===== config.mk =====
export PLATFORM = sky130hd
export DESIGN_NAME = add_and_bit_ops_execute
export DESIGN_NICKNAME = d
export VERILOG_FILES = /design/src/rtl/alu_unit.v /design/src/rtl/add_and_bit_ops_execute.v
export VERILOG_INCLUDE_DIRS = /design/src /design/src/rtl
export SDC_FILE = /design/constraint.sdc
export NUM_CORES = 1
export LEC_CHECK = 0
export CELL_PAD_IN_SITES_DETAIL_PLACEMENT = 1
export CELL_PAD_IN_SITES_GLOBAL_PLACEMENT = 1
export CORE_UTILIZATION = 30
export DETAILED_ROUTE_END_ITERATION = 8
export DONT_BUFFER_PORTS = 1
export PLACE_DENSITY_LB_ADDON = 0.3
export SLEW_MARGIN = 20
export SYNTH_ARGS = -nofsm -noshare
export SYNTH_HDL_FRONTEND = slang
export SYNTH_SLANG_ARGS = --single-unit

===== constraint.sdc =====
create_clock -name clk -period 5.5 [get_ports clk]
set_clock_uncertainty 0.2 [all_clocks]
set_input_delay 0.275 -clock clk [delete_from_list [all_inputs] [get_ports clk]]
set_output_delay 0.275 -clock clk [all_outputs]
set_load 0.005 [all_outputs]

===== src/rtl/exec_consts.vh =====
`ifndef EXEC_CONSTS_VH
`define EXEC_CONSTS_VH

// opcode fields, upper bits of the 14-bit instruction word
`define OPC_LIT_HI      13:9
`define OPC_ADD_IMM     5'h1F
`define OPC_AND_IMM_HI  13:8
`define OPC_AND_IMM     6'h39
`define OPC_REG_HI      13:8
`define OPC_ADD_REG     6'h07
`define OPC_AND_REG     6'h05
`define OPC_BIT_HI      13:10
`define OPC_BIT_CLR     4'h4
`define OPC_BIT_SET     4'h5
`define OPC_BIT_TST0    4'h6

// operand fields
`define FLD_LIT         7:0
`define FLD_ADDR        6:0
`define FLD_DEST        7
`define FLD_BIT         9:7

// alu operations
`define ALU_ADD         2'h0
`define ALU_AND         2'h1
`define ALU_BCLR        2'h2
`define ALU_BSET        2'h3

// special file addresses
`define ADDR_TIMER_ZERO 7'h01
`define ADDR_PORT       7'h05

// reset values
`define W_RESET         8'h00
`define LATCH_RESET     8'h00

`endif


===== src/rtl/alu_unit.v =====
`timescale 1ns/1ps
`include "exec_consts.vh"

module alu_unit (
  input  wire [1:0] op,
  input  wire [7:0] a,
  input  wire [7:0] b,
  input  wire [2:0] bit_sel,
  output reg  [7:0] result,
  output reg        carry,
  output reg        dcarry,
  output wire       zero
);

  reg [8:0] sum9;
  reg [4:0] sum5;
  reg [7:0] mask;

  always @* begin
    sum9   = {1'b0, a} + {1'b0, b};
    sum5   = {1'b0, a[3:0]} + {1'b0, b[3:0]};
    mask   = 8'h01 << bit_sel;
    carry  = sum9[8];
    dcarry = sum5[4];
    case (op)
      `ALU_ADD:  result = sum9[7:0];
      `ALU_AND:  result = a & b;
      `ALU_BCLR: result = b & ~mask;
      `ALU_BSET: result = b | mask;
      default:   result = sum9[7:0];
    endcase
  end

  assign zero = (result == 8'h00);

endmodule


===== src/rtl/add_and_bit_ops_execute.v =====
`timescale 1ns/1ps
`include "exec_consts.vh"

// What this block does
// - read-modify-write of the port register uses sensed pin levels, not latch
// - writing the timer-zero count clears the prescaler when assigned to it
// - a true conditional test takes two cycles, the second a nop
// - add immediate: accumulator plus 8-bit literal into accumulator, three flags
// - add register: accumulator plus register, destination by select, three flags
// - and immediate: accumulator and literal into accumulator, zero flag only
// - and register: accumulator and register, destination by select, zero flag only
// - bit clear forces one register bit low, flags untouched
// - bit set forces one register bit high, flags untouched
// - test-skip-if-zero discards next instruction when bit is zero
module add_and_bit_ops_execute #(
  parameter DEPTH = 128
) (
  input  wire        clk,
  input  wire        rst_b,
  input  wire        instr_valid,
  input  wire [13:0] instr,
  output wire        instr_ready,
  input  wire [7:0]  port_pins,
  output reg  [7:0]  port_latch_q,
  input  wire [7:0]  timer_zero_count,
  input  wire        prescaler_on_timer,
  output reg         timer_wr_q,
  output reg  [7:0]  timer_wdata_q,
  output reg         prescaler_clr_q,
  output reg  [7:0]  w_q,
  output reg         carry_q,
  output reg         nibble_overflow_flag,
  output reg         zero_q,
  output reg         skip_next_q,
  output reg         nop_cycle_q,
  output reg         unknown_op_q
);

  reg        rst_meta_q;
  reg        rst_sync_q;
  reg  [7:0] pin_meta_q;
  reg  [7:0] pin_sync_q;
  reg  [7:0] file_mem [0:DEPTH-1];

  wire       take;
  wire [6:0] addr;
  wire       dest_file;
  wire [2:0] bit_sel;
  wire [7:0] literal;
  wire       add_immediate_op;
  wire       and_immediate_op;
  wire       add_register_op;
  wire       and_register_op;
  wire       bit_clear_op;
  wire       bit_set_op;
  wire       test_skip_if_zero_op;
  wire       is_imm;
  wire       is_known;

  reg  [7:0] file_rd;
  reg  [1:0] alu_op;
  reg  [7:0] alu_a;
  reg  [7:0] alu_b;
  wire [7:0] alu_res;
  wire       alu_c;
  wire       alu_dc;
  wire       alu_z;

  reg        wr_w;
  reg        wr_file;
  reg        upd_cdc;
  reg        upd_z;

  // reset release is synchronised; assertion stays asynchronous
  always @(posedge clk or negedge rst_b) begin
    if (!rst_b) begin
      rst_meta_q <= 1'b0;
      rst_sync_q <= 1'b0;
    end else begin
      rst_meta_q <= 1'b1;
      rst_sync_q <= rst_meta_q;
    end
  end

  // pins come from outside the clock domain
  always @(posedge clk or negedge rst_sync_q) begin
    if (!rst_sync_q) begin
      pin_meta_q <= 8'h00;
      pin_sync_q <= 8'h00;
    end else begin
      pin_meta_q <= port_pins;
      pin_sync_q <= pin_meta_q;
    end
  end

  // no instruction is taken during the nop cycle of a skip
  assign instr_ready = rst_sync_q & ~nop_cycle_q;
  assign take        = instr_valid & instr_ready;

  assign addr      = instr[`FLD_ADDR];
  assign dest_file = instr[`FLD_DEST];
  assign bit_sel   = instr[`FLD_BIT];
  assign literal   = instr[`FLD_LIT];

  assign add_immediate_op     = (instr[`OPC_LIT_HI] == `OPC_ADD_IMM);
  assign and_immediate_op     = (instr[`OPC_AND_IMM_HI] == `OPC_AND_IMM);
  assign add_register_op      = (instr[`OPC_REG_HI] == `OPC_ADD_REG);
  assign and_register_op      = (instr[`OPC_REG_HI] == `OPC_AND_REG);
  assign bit_clear_op         = (instr[`OPC_BIT_HI] == `OPC_BIT_CLR);
  assign bit_set_op           = (instr[`OPC_BIT_HI] == `OPC_BIT_SET);
  assign test_skip_if_zero_op = (instr[`OPC_BIT_HI] == `OPC_BIT_TST0);
  assign is_imm               = add_immediate_op | and_immediate_op;
  assign is_known = is_imm | add_register_op | and_register_op | bit_clear_op |
                    bit_set_op | test_skip_if_zero_op;

  // the port address reads the pins so a read-modify-write cannot
  // copy a stale latch value back over an externally driven pin
  always @* begin
    if (addr == `ADDR_PORT)
      file_rd = pin_sync_q;
    else if (addr == `ADDR_TIMER_ZERO)
      file_rd = timer_zero_count;
    else
      file_rd = file_mem[addr];
  end

  always @* begin
    alu_op  = `ALU_ADD;
    alu_a   = w_q;
    alu_b   = file_rd;
    wr_w    = 1'b0;
    wr_file = 1'b0;
    upd_cdc = 1'b0;
    upd_z   = 1'b0;
    if (add_immediate_op) begin
      alu_b   = literal;
      wr_w    = 1'b1;
      upd_cdc = 1'b1;
      upd_z   = 1'b1;
    end else if (and_immediate_op) begin
      alu_op  = `ALU_AND;
      alu_b   = literal;
      wr_w    = 1'b1;
      upd_z   = 1'b1;
    end else if (add_register_op) begin
      wr_w    = ~dest_file;
      wr_file = dest_file;
      upd_cdc = 1'b1;
      upd_z   = 1'b1;
    end else if (and_register_op) begin
      alu_op  = `ALU_AND;
      wr_w    = ~dest_file;
      wr_file = dest_file;
      upd_z   = 1'b1;
    end else if (bit_clear_op) begin
      alu_op  = `ALU_BCLR;
      wr_file = 1'b1;
    end else if (bit_set_op) begin
      alu_op  = `ALU_BSET;
      wr_file = 1'b1;
    end
  end

  alu_unit u_alu (
    .op      (alu_op),
    .a       (alu_a),
    .b       (alu_b),
    .bit_sel (bit_sel),
    .result  (alu_res),
    .carry   (alu_c),
    .dcarry  (alu_dc),
    .zero    (alu_z)
  );

  // general file storage; the port and timer addresses live elsewhere
  always @(posedge clk) begin
    if (take && wr_file && addr != `ADDR_PORT && addr != `ADDR_TIMER_ZERO)
      file_mem[addr] <= alu_res;
  end

  always @(posedge clk or negedge rst_sync_q) begin
    if (!rst_sync_q) begin
      w_q                  <= `W_RESET;
      carry_q              <= 1'b0;
      nibble_overflow_flag <= 1'b0;
      zero_q               <= 1'b0;
      port_latch_q         <= `LATCH_RESET;
      timer_wr_q           <= 1'b0;
      timer_wdata_q        <= 8'h00;
      prescaler_clr_q      <= 1'b0;
      skip_next_q          <= 1'b0;
      nop_cycle_q          <= 1'b0;
      unknown_op_q         <= 1'b0;
    end else begin
      timer_wr_q      <= 1'b0;
      prescaler_clr_q <= 1'b0;
      skip_next_q     <= 1'b0;
      nop_cycle_q     <= 1'b0;
      unknown_op_q    <= 1'b0;
      if (take) begin
        unknown_op_q <= ~is_known;
        if (wr_w)
          w_q <= alu_res;
        if (upd_cdc) begin
          carry_q              <= alu_c;
          nibble_overflow_flag <= alu_dc;
        end
        if (upd_z)
          zero_q <= alu_z;
        if (wr_file && addr == `ADDR_PORT)
          port_latch_q <= alu_res;
        if (wr_file && addr == `ADDR_TIMER_ZERO) begin
          timer_wr_q      <= 1'b1;
          timer_wdata_q   <= alu_res;
          prescaler_clr_q <= prescaler_on_timer;
        end
        // bit zero: the fetched follower is dropped and a nop takes its slot
        if (test_skip_if_zero_op && !file_rd[bit_sel]) begin
          skip_next_q <= 1'b1;
          nop_cycle_q <= 1'b1;
        end
      end
    end
  end

endmodule


==> metrics, run 1 <==
status finished, final reports clean; grt total ovfl 0; asr flop ratio synth 4.571%; top-area cell type share of the netlist area 71.20%; crit end category register; HPWL after DPL 93.66 mm; WL met1 61.98 mm; total chip power about 21 mW; Final nets between 2000 and 3000; FILL cells 14310; critical path class register to register; Avg WL per Cell around 31 um; Peak Freq 188.0 MHz; Die Height 381.2 um; WP data required 5670 ps; fraction of layout cells with a size suffix above 1 21.95%; FF-to-FF setup slack 180 ps; sw power 5.439 mW; Clock Sinks 1072; final period utilization 96.70%; switching share of power a little over a quarter; std cell rows 138; EDFF count, synth between 1000 and 1500; Max-slew headroom ~24%; GPL Wtd Cong 0.8736; DRC 0; Routed met3 length approximately 12 mm; Synth area leader edfxtp_1; CTS tree built; DR iter-0 viols between 2000 and 3000; most used flip-flop cell after synthesis edfxtp_1; startpoint type of the worst setup path register; Yosys Warn Count 0; PD cells 406.9 nW/um^2; vias in the first global route 26540; critical path fanouts, max 80; vias per inst 5.465; met2 wire length 69.45 mm; H-tree Lvls 3; Synth-to-Final Area Change 18.01%; final instance area slightly above 50000 um^2; Slew @ Worst Pin 1135 ps; Skew-Pair Late Insertion Delay 730 ps; clk buf depth 3; Die Area 145300 um^2; Starting Density a little under a third; Final Util 35.83%; Core Area 142100 um^2; synth unique cells 85; Post-Place Cells 4530; synthesized area 43150 um^2; WL final between 100 and 150 mm; Seq/Total Area, Yosys 74.04%; largest net degree at the start of global routing 260; DR pass1 iterations 6; Top Layer Used met4; share of power burned in registers about 50%; peak supply drop 255.0 uV; Reg clk slew, reported paths 60 ps; final worst path period need 5318 ps; final setup fails 0; first-pass GRT wire length 208.2 mm; number of routed nets with antenna violations 0; final hold vios 0; Max-cap violations 0; Critical Path AT ~5500 ps; leakage power 16.74 nW; setup TNS 0 ps; Syn Inst Count about 2600; Mean Syn Cell Area 16.92 um^2; IO buf count 0; clock share of power 36.0%; CTS Root Cell clkbuf_16; Gate power share 14.1%; worst hold path class input port to register; die width ~380 um; P_int 15.28 mW; Total GRT Usage 20.00%; ranking of synthesized cells by area edfxtp_1, mux4_2, mux2i_1; antenna violations before repair 4; via count 26120; Layout Cells excl Fill between 4000 and 5000; dpl cell area ~47000 um^2; CTS Buf Count about 110; Slew Limit Fails 0; I/O pin total between 60 and 70; Synth Register Bits around 1100
==> power by group through the flow <==
stage	combinational, mW	sequential, mW	clock [mW]
6_report	2.92	10.3	7.46
5_1_grt	3.08	10.3	7.83
4_1_cts	2.91	10.3	7.57
3_5_place_dp	2.89	10.5	0
3_3_place_gp	2.75	10.5	0
2_1_floorplan	1.33	10.6	0
==> worst max-delay path, cell delays in order (launching register included) <==
cell and delay [ps]:
edfxtp_1 380, mux2i_1 540, o22a_1 350, a31oi_1 130, a2111oi_2 600, o2111a_1 380, a31oi_1 140, a21oi_1 220
a21oi_1 110, ha_1 340, inv_1 50, o21bai_1 170, a21oi_2 90, o21bai_1 130, a21oi_1 100, xnor2_1 140
a211oi_2 330, clkinvlp_4 230, buf_12 230
==> cells in the mapped netlist (8+ instances only) <==
cell type,instances
buf_4,21
and3_1,8
a211oi_1,9
buf_6,13
a221o_1,29
nand3_1,23
buf_2,56
clkbuf_1,65
dfrtp_1,49
a22oi_1,62
mux2i_1,124
ha_1,11
o21ai_0,72
a221oi_1,82
a22o_1,12
edfxtp_1,1023
o221ai_1,12
nand2_1,131
a21oi_1,67
nand2b_1,19
buf_1,12
nor2b_1,20
nor3_1,24
nor2_1,185
a31oi_1,36
inv_1,19
o22a_1,8
mux4_2,88
o22ai_1,40
nand4_1,8
mux2_2,84
==> path summary, 6_finish.rpt <==
check	endpoint	cells past startpoint	from
max reg2reg	file_mem[39][7]	18	file_mem[93][3]
min	w_q[7]	7	instr[12]
min in group asynchronous	rst_meta_q	2	rst_b
min reg2reg	pin_sync_q[4]	0	pin_meta_q[4]
max in group asynchronous	port_latch_q[5]	1	rst_sync_q
max	file_mem[39][7]	18	file_mem[93][3]
==> layer usage <==
layer | GRT usage, % | vias up
met5 | 0 | -
met3 | 3.837 | 213
met4 | 5.927 | 0
li1 | - | 10770
met1 | 27.33 | 13930
met2 | 32.15 | 1209
==> sequential cells by signal, indices dropped and copies added (netlist names), 8 cells and up <==
signal and flops:
file_mem 1023, w_q 8, pin_meta_q 8, pin_sync_q 8, timer_wdata_q 8, port_latch_q 8
==> metrics by stage <==
step / hold slack [ps] / setup slack [ps]
finish: 27.92 / 181.6
global route: 58.66 / -16.15
global placement: -220.2 / -620.9
CTS: 17.01 / 35.01
floorplan: -220.6 / -297.4
detailed placement: -220.2 / -500.9
==> layout make-up <==
type	instances	area, um^2	area share, %
sequential	1072	31950	62.74
timing repair buffer	284	2477	4.866
antenna	1	2.502	0.004915
tap	1890	2365	4.644
clock buffer	138	2942	5.777
inverter	23	95.09	0.1868
clock inverter	70	620.6	1.219
multi-input combinational	1301	10470	20.56
==> placed cells by master, fill, tap and decap left out, types with 11 or more instances in the layout <==
cell	netlist	final
edfxtp_1	1023	1023
buf_4	21	226
nor2_1	185	180
nand2_1	131	130
mux2i_1	124	122
clkbuf_16	0	113
mux4_2	88	88
mux2_2	84	84
a221oi_1	82	81
o21ai_0	72	71
a21oi_1	67	65
a22oi_1	62	62
dfrtp_1	49	48
o22ai_1	40	40
dlygate4sd3_1	0	38
a31oi_1	36	34
a221o_1	29	28
clkinv_1	2	27
nor3_1	24	24
clkbuf_1	65	23
nand3_1	23	22
buf_12	0	20
nand2b_1	19	19
clkinv_2	0	17
conb_1	2	16
nor2b_1	20	14
inv_1	19	14
o221ai_1	12	12
a22o_1	12	12
clkinvlp_4	0	11
ha_1	11	11
==> cells by family (layout without fill, tap and decap cells) <==
family	Yosys count	in the layout	synth area share, %
DFF	1072	1072	74.04
xor gates and xnor gates	5	5	0.1015
and+or+nand+nor	464	464	4.918
adders and majority gates	12	12	0.3654
muxes	305	305	9.915
other	2	17	0.01741
buffers and inverters	191	515	2.259
AOI/OAI and AO/OA	499	499	8.384
==> what timing repair did <==
item | in CTS | in global routing
setup buffers | 0 | 1
gates resized for setup | 3 | 11
hold endpoints to repair | 34 | 0
hold buffers | 38 | 0
pin swaps | 0 | 3
endpoints found under the setup margin | 152 | 290
Power figures use the tool's default switching activity.
==> inputs of run 2 (changes only) <==
- RECOVER_POWER: not set -> 50
==> metrics, run 2 (synthesized netlist as in run 1, its figures left out) <==
status complete, but fails checks; failing checks capacitance limit, slew limit; final instance area 50550 um^2; Final Util 35.57%; Skew-Pair Late Insertion Delay 730 ps; critical path fanouts, max 80; HPWL after DPL 93.66 mm; CTS Root Cell clkbuf_16; via count about 26000; IO buf count 0; Post-Place Cells about 4500; die width 381.2 um; Starting Density a little under a third; WP data required approximately 5700 ps; slack of the critical path 166.7 ps; Crit-path slowest cell a311oi_2; Max-slew headroom -71.31%; DR pass1 iterations 5; dpl cell area 46890 um^2; Clock Sinks 1072; fraction of layout cells with a size suffix above 1 18.56%; Die Area 145300 um^2; commonest non-fill, non-tap cell in the layout edfxtp_1; Synth-to-Final Area Change 17.16%; PD cells between 400 and 500 nW/um^2; final setup fails 0; Place WS -500.9 ps; I/O pin total 67; leakage power 16.35 nW; Layout Cells excl Fill between 4000 and 5000; std cell rows 138; crit end category register; GPL Wtd Cong between 0.8 and 0.9; number of routed nets with antenna violations 0; final hold vios 0; CTS tree built; setup TNS 0 ps; Peak Freq 187.5 MHz; peak supply drop between 200 and 300 uV; minimum hold slack 25.89 ps; CP top delay family compound AO/OA/AOI/OAI gates; final worst path period need 5333 ps; Critical Path AT 5500 ps; Largest register FFs 1023; critical path class register to register; vias in the first global route 26540; clk buf depth 3; most flop-heavy register file_mem; Reg clk slew, reported paths 60 ps; antenna violations before repair 3; Slew Limit Fails 79; DRC 0; crit-path max cell delay 490 ps; first-pass GRT wire length about 210 mm; vias per inst 5.455; startpoint type of the worst setup path register; most frequent cells in the layout edfxtp_1, nor2_1, buf_4, nand2_1, mux2i_1; critical path, cell by cell mux2_2 -> a221o_1 -> a221oi_2 -> nor2_1 -> a311oi_2 -> a31oi_2 -> o21ai_1 -> inv_2 -> ha_1 -> a21o_1 -> a21oi_2 -> o21bai_1 -> a21oi_2 -> o21bai_1 -> a21oi_1 -> xnor2_1 -> a211oi_2 -> clkinvlp_4 -> buf_12; grt total ovfl 0; Final nets ~2800; final period utilization a little over nine tenths; total chip power 20.71 mW; H-tree Lvls 3; WL final 147.9 mm; CP Buf/Inv Count 3; Avg WL per Cell 30.94 um; Max-cap violations 3; Slew @ Worst Pin 2570 ps; CTS Buf Count 112; Core Area about 140000 um^2; largest net degree at the start of global routing 260; Total GRT Usage 20.00%; Die Height 381.2 um; worst hold path class input port to register; DR iter-0 viols 2810
[run 2: changes by cell type in the layout (fill, tap and decap cells not counted)]
cell	delta
buf_4	-94
clkbuf_1	+94
nor2_1	+2
nor2_2	-2
and2_0	+1
and2_1	-1
dfrtp_1	+1
dfrtp_2	-1
nor4_1	+1
nor4_2	-1
[run 2: path summary, 6_finish.rpt]
kind,slack (ps),startpoint,endpoint,cells past startpoint
min reg2reg,150,pin_meta_q[4],pin_sync_q[4],0
min in group asynchronous,150,rst_b,rst_meta_q,2
max reg2reg,170,file_mem[113][1],file_mem[39][7],19
max,170,file_mem[113][1],file_mem[39][7],19
max in group asynchronous,2540,rst_sync_q,port_latch_q[5],1
min,30,instr[12],w_q[7],7
[run 2: final cells by class]
type	count	area (um^2)
well taps	1890	2365
repair buffers	284	2125
multi-input cells	1301	10460
flip-flops and latches	1072	31950
clock inverters	70	620.6
diodes	1	2.502
fillers	14360	91550
inverters	23	95.09
clock buffers	138	2942
[run 2: power by group]
group / internal (mW) / switching, mW
combinational: 0.780 / 2.14
clock: 4.22 / 3.24
sequential: 10.3 / 0.0596
[run 2: worst reg2reg max path, cell delays in order (launching register included)]
cell	delay (ps)
edfxtp_1	370
mux2_2	280
a221o_1	370
a221oi_2	350
nor2_1	160
a311oi_2	500
a31oi_2	250
o21ai_1	270
inv_2	60
ha_1	260
a21o_1	190
a21oi_2	180
o21bai_1	100
a21oi_2	170
o21bai_1	80
a21oi_1	180
xnor2_1	100
a211oi_2	330
clkinvlp_4	230
buf_12	230
[run 2: what timing repair did]
action	in CTS	in global routing
hold endpoints to repair	34	0
gates resized for setup	3	11
endpoints found under the setup margin	152	290
pin swaps	0	3
buffers inserted	0	1
hold buffers	38	0
[run 2: routing by layer]
| layer | up-vias | part of all wire [%] | track usage [%] |
|---|---|---|---|
| li1 | 10770 | - | - |
| met1 | 13950 | 42 | 27.33 |
| met2 | 1133 | 47 | 32.15 |
| met3 | 212 | 7.7 | 3.837 |
| met4 | 0 | 2.9 | 5.927 |
| met5 | - | 0 | 0 |
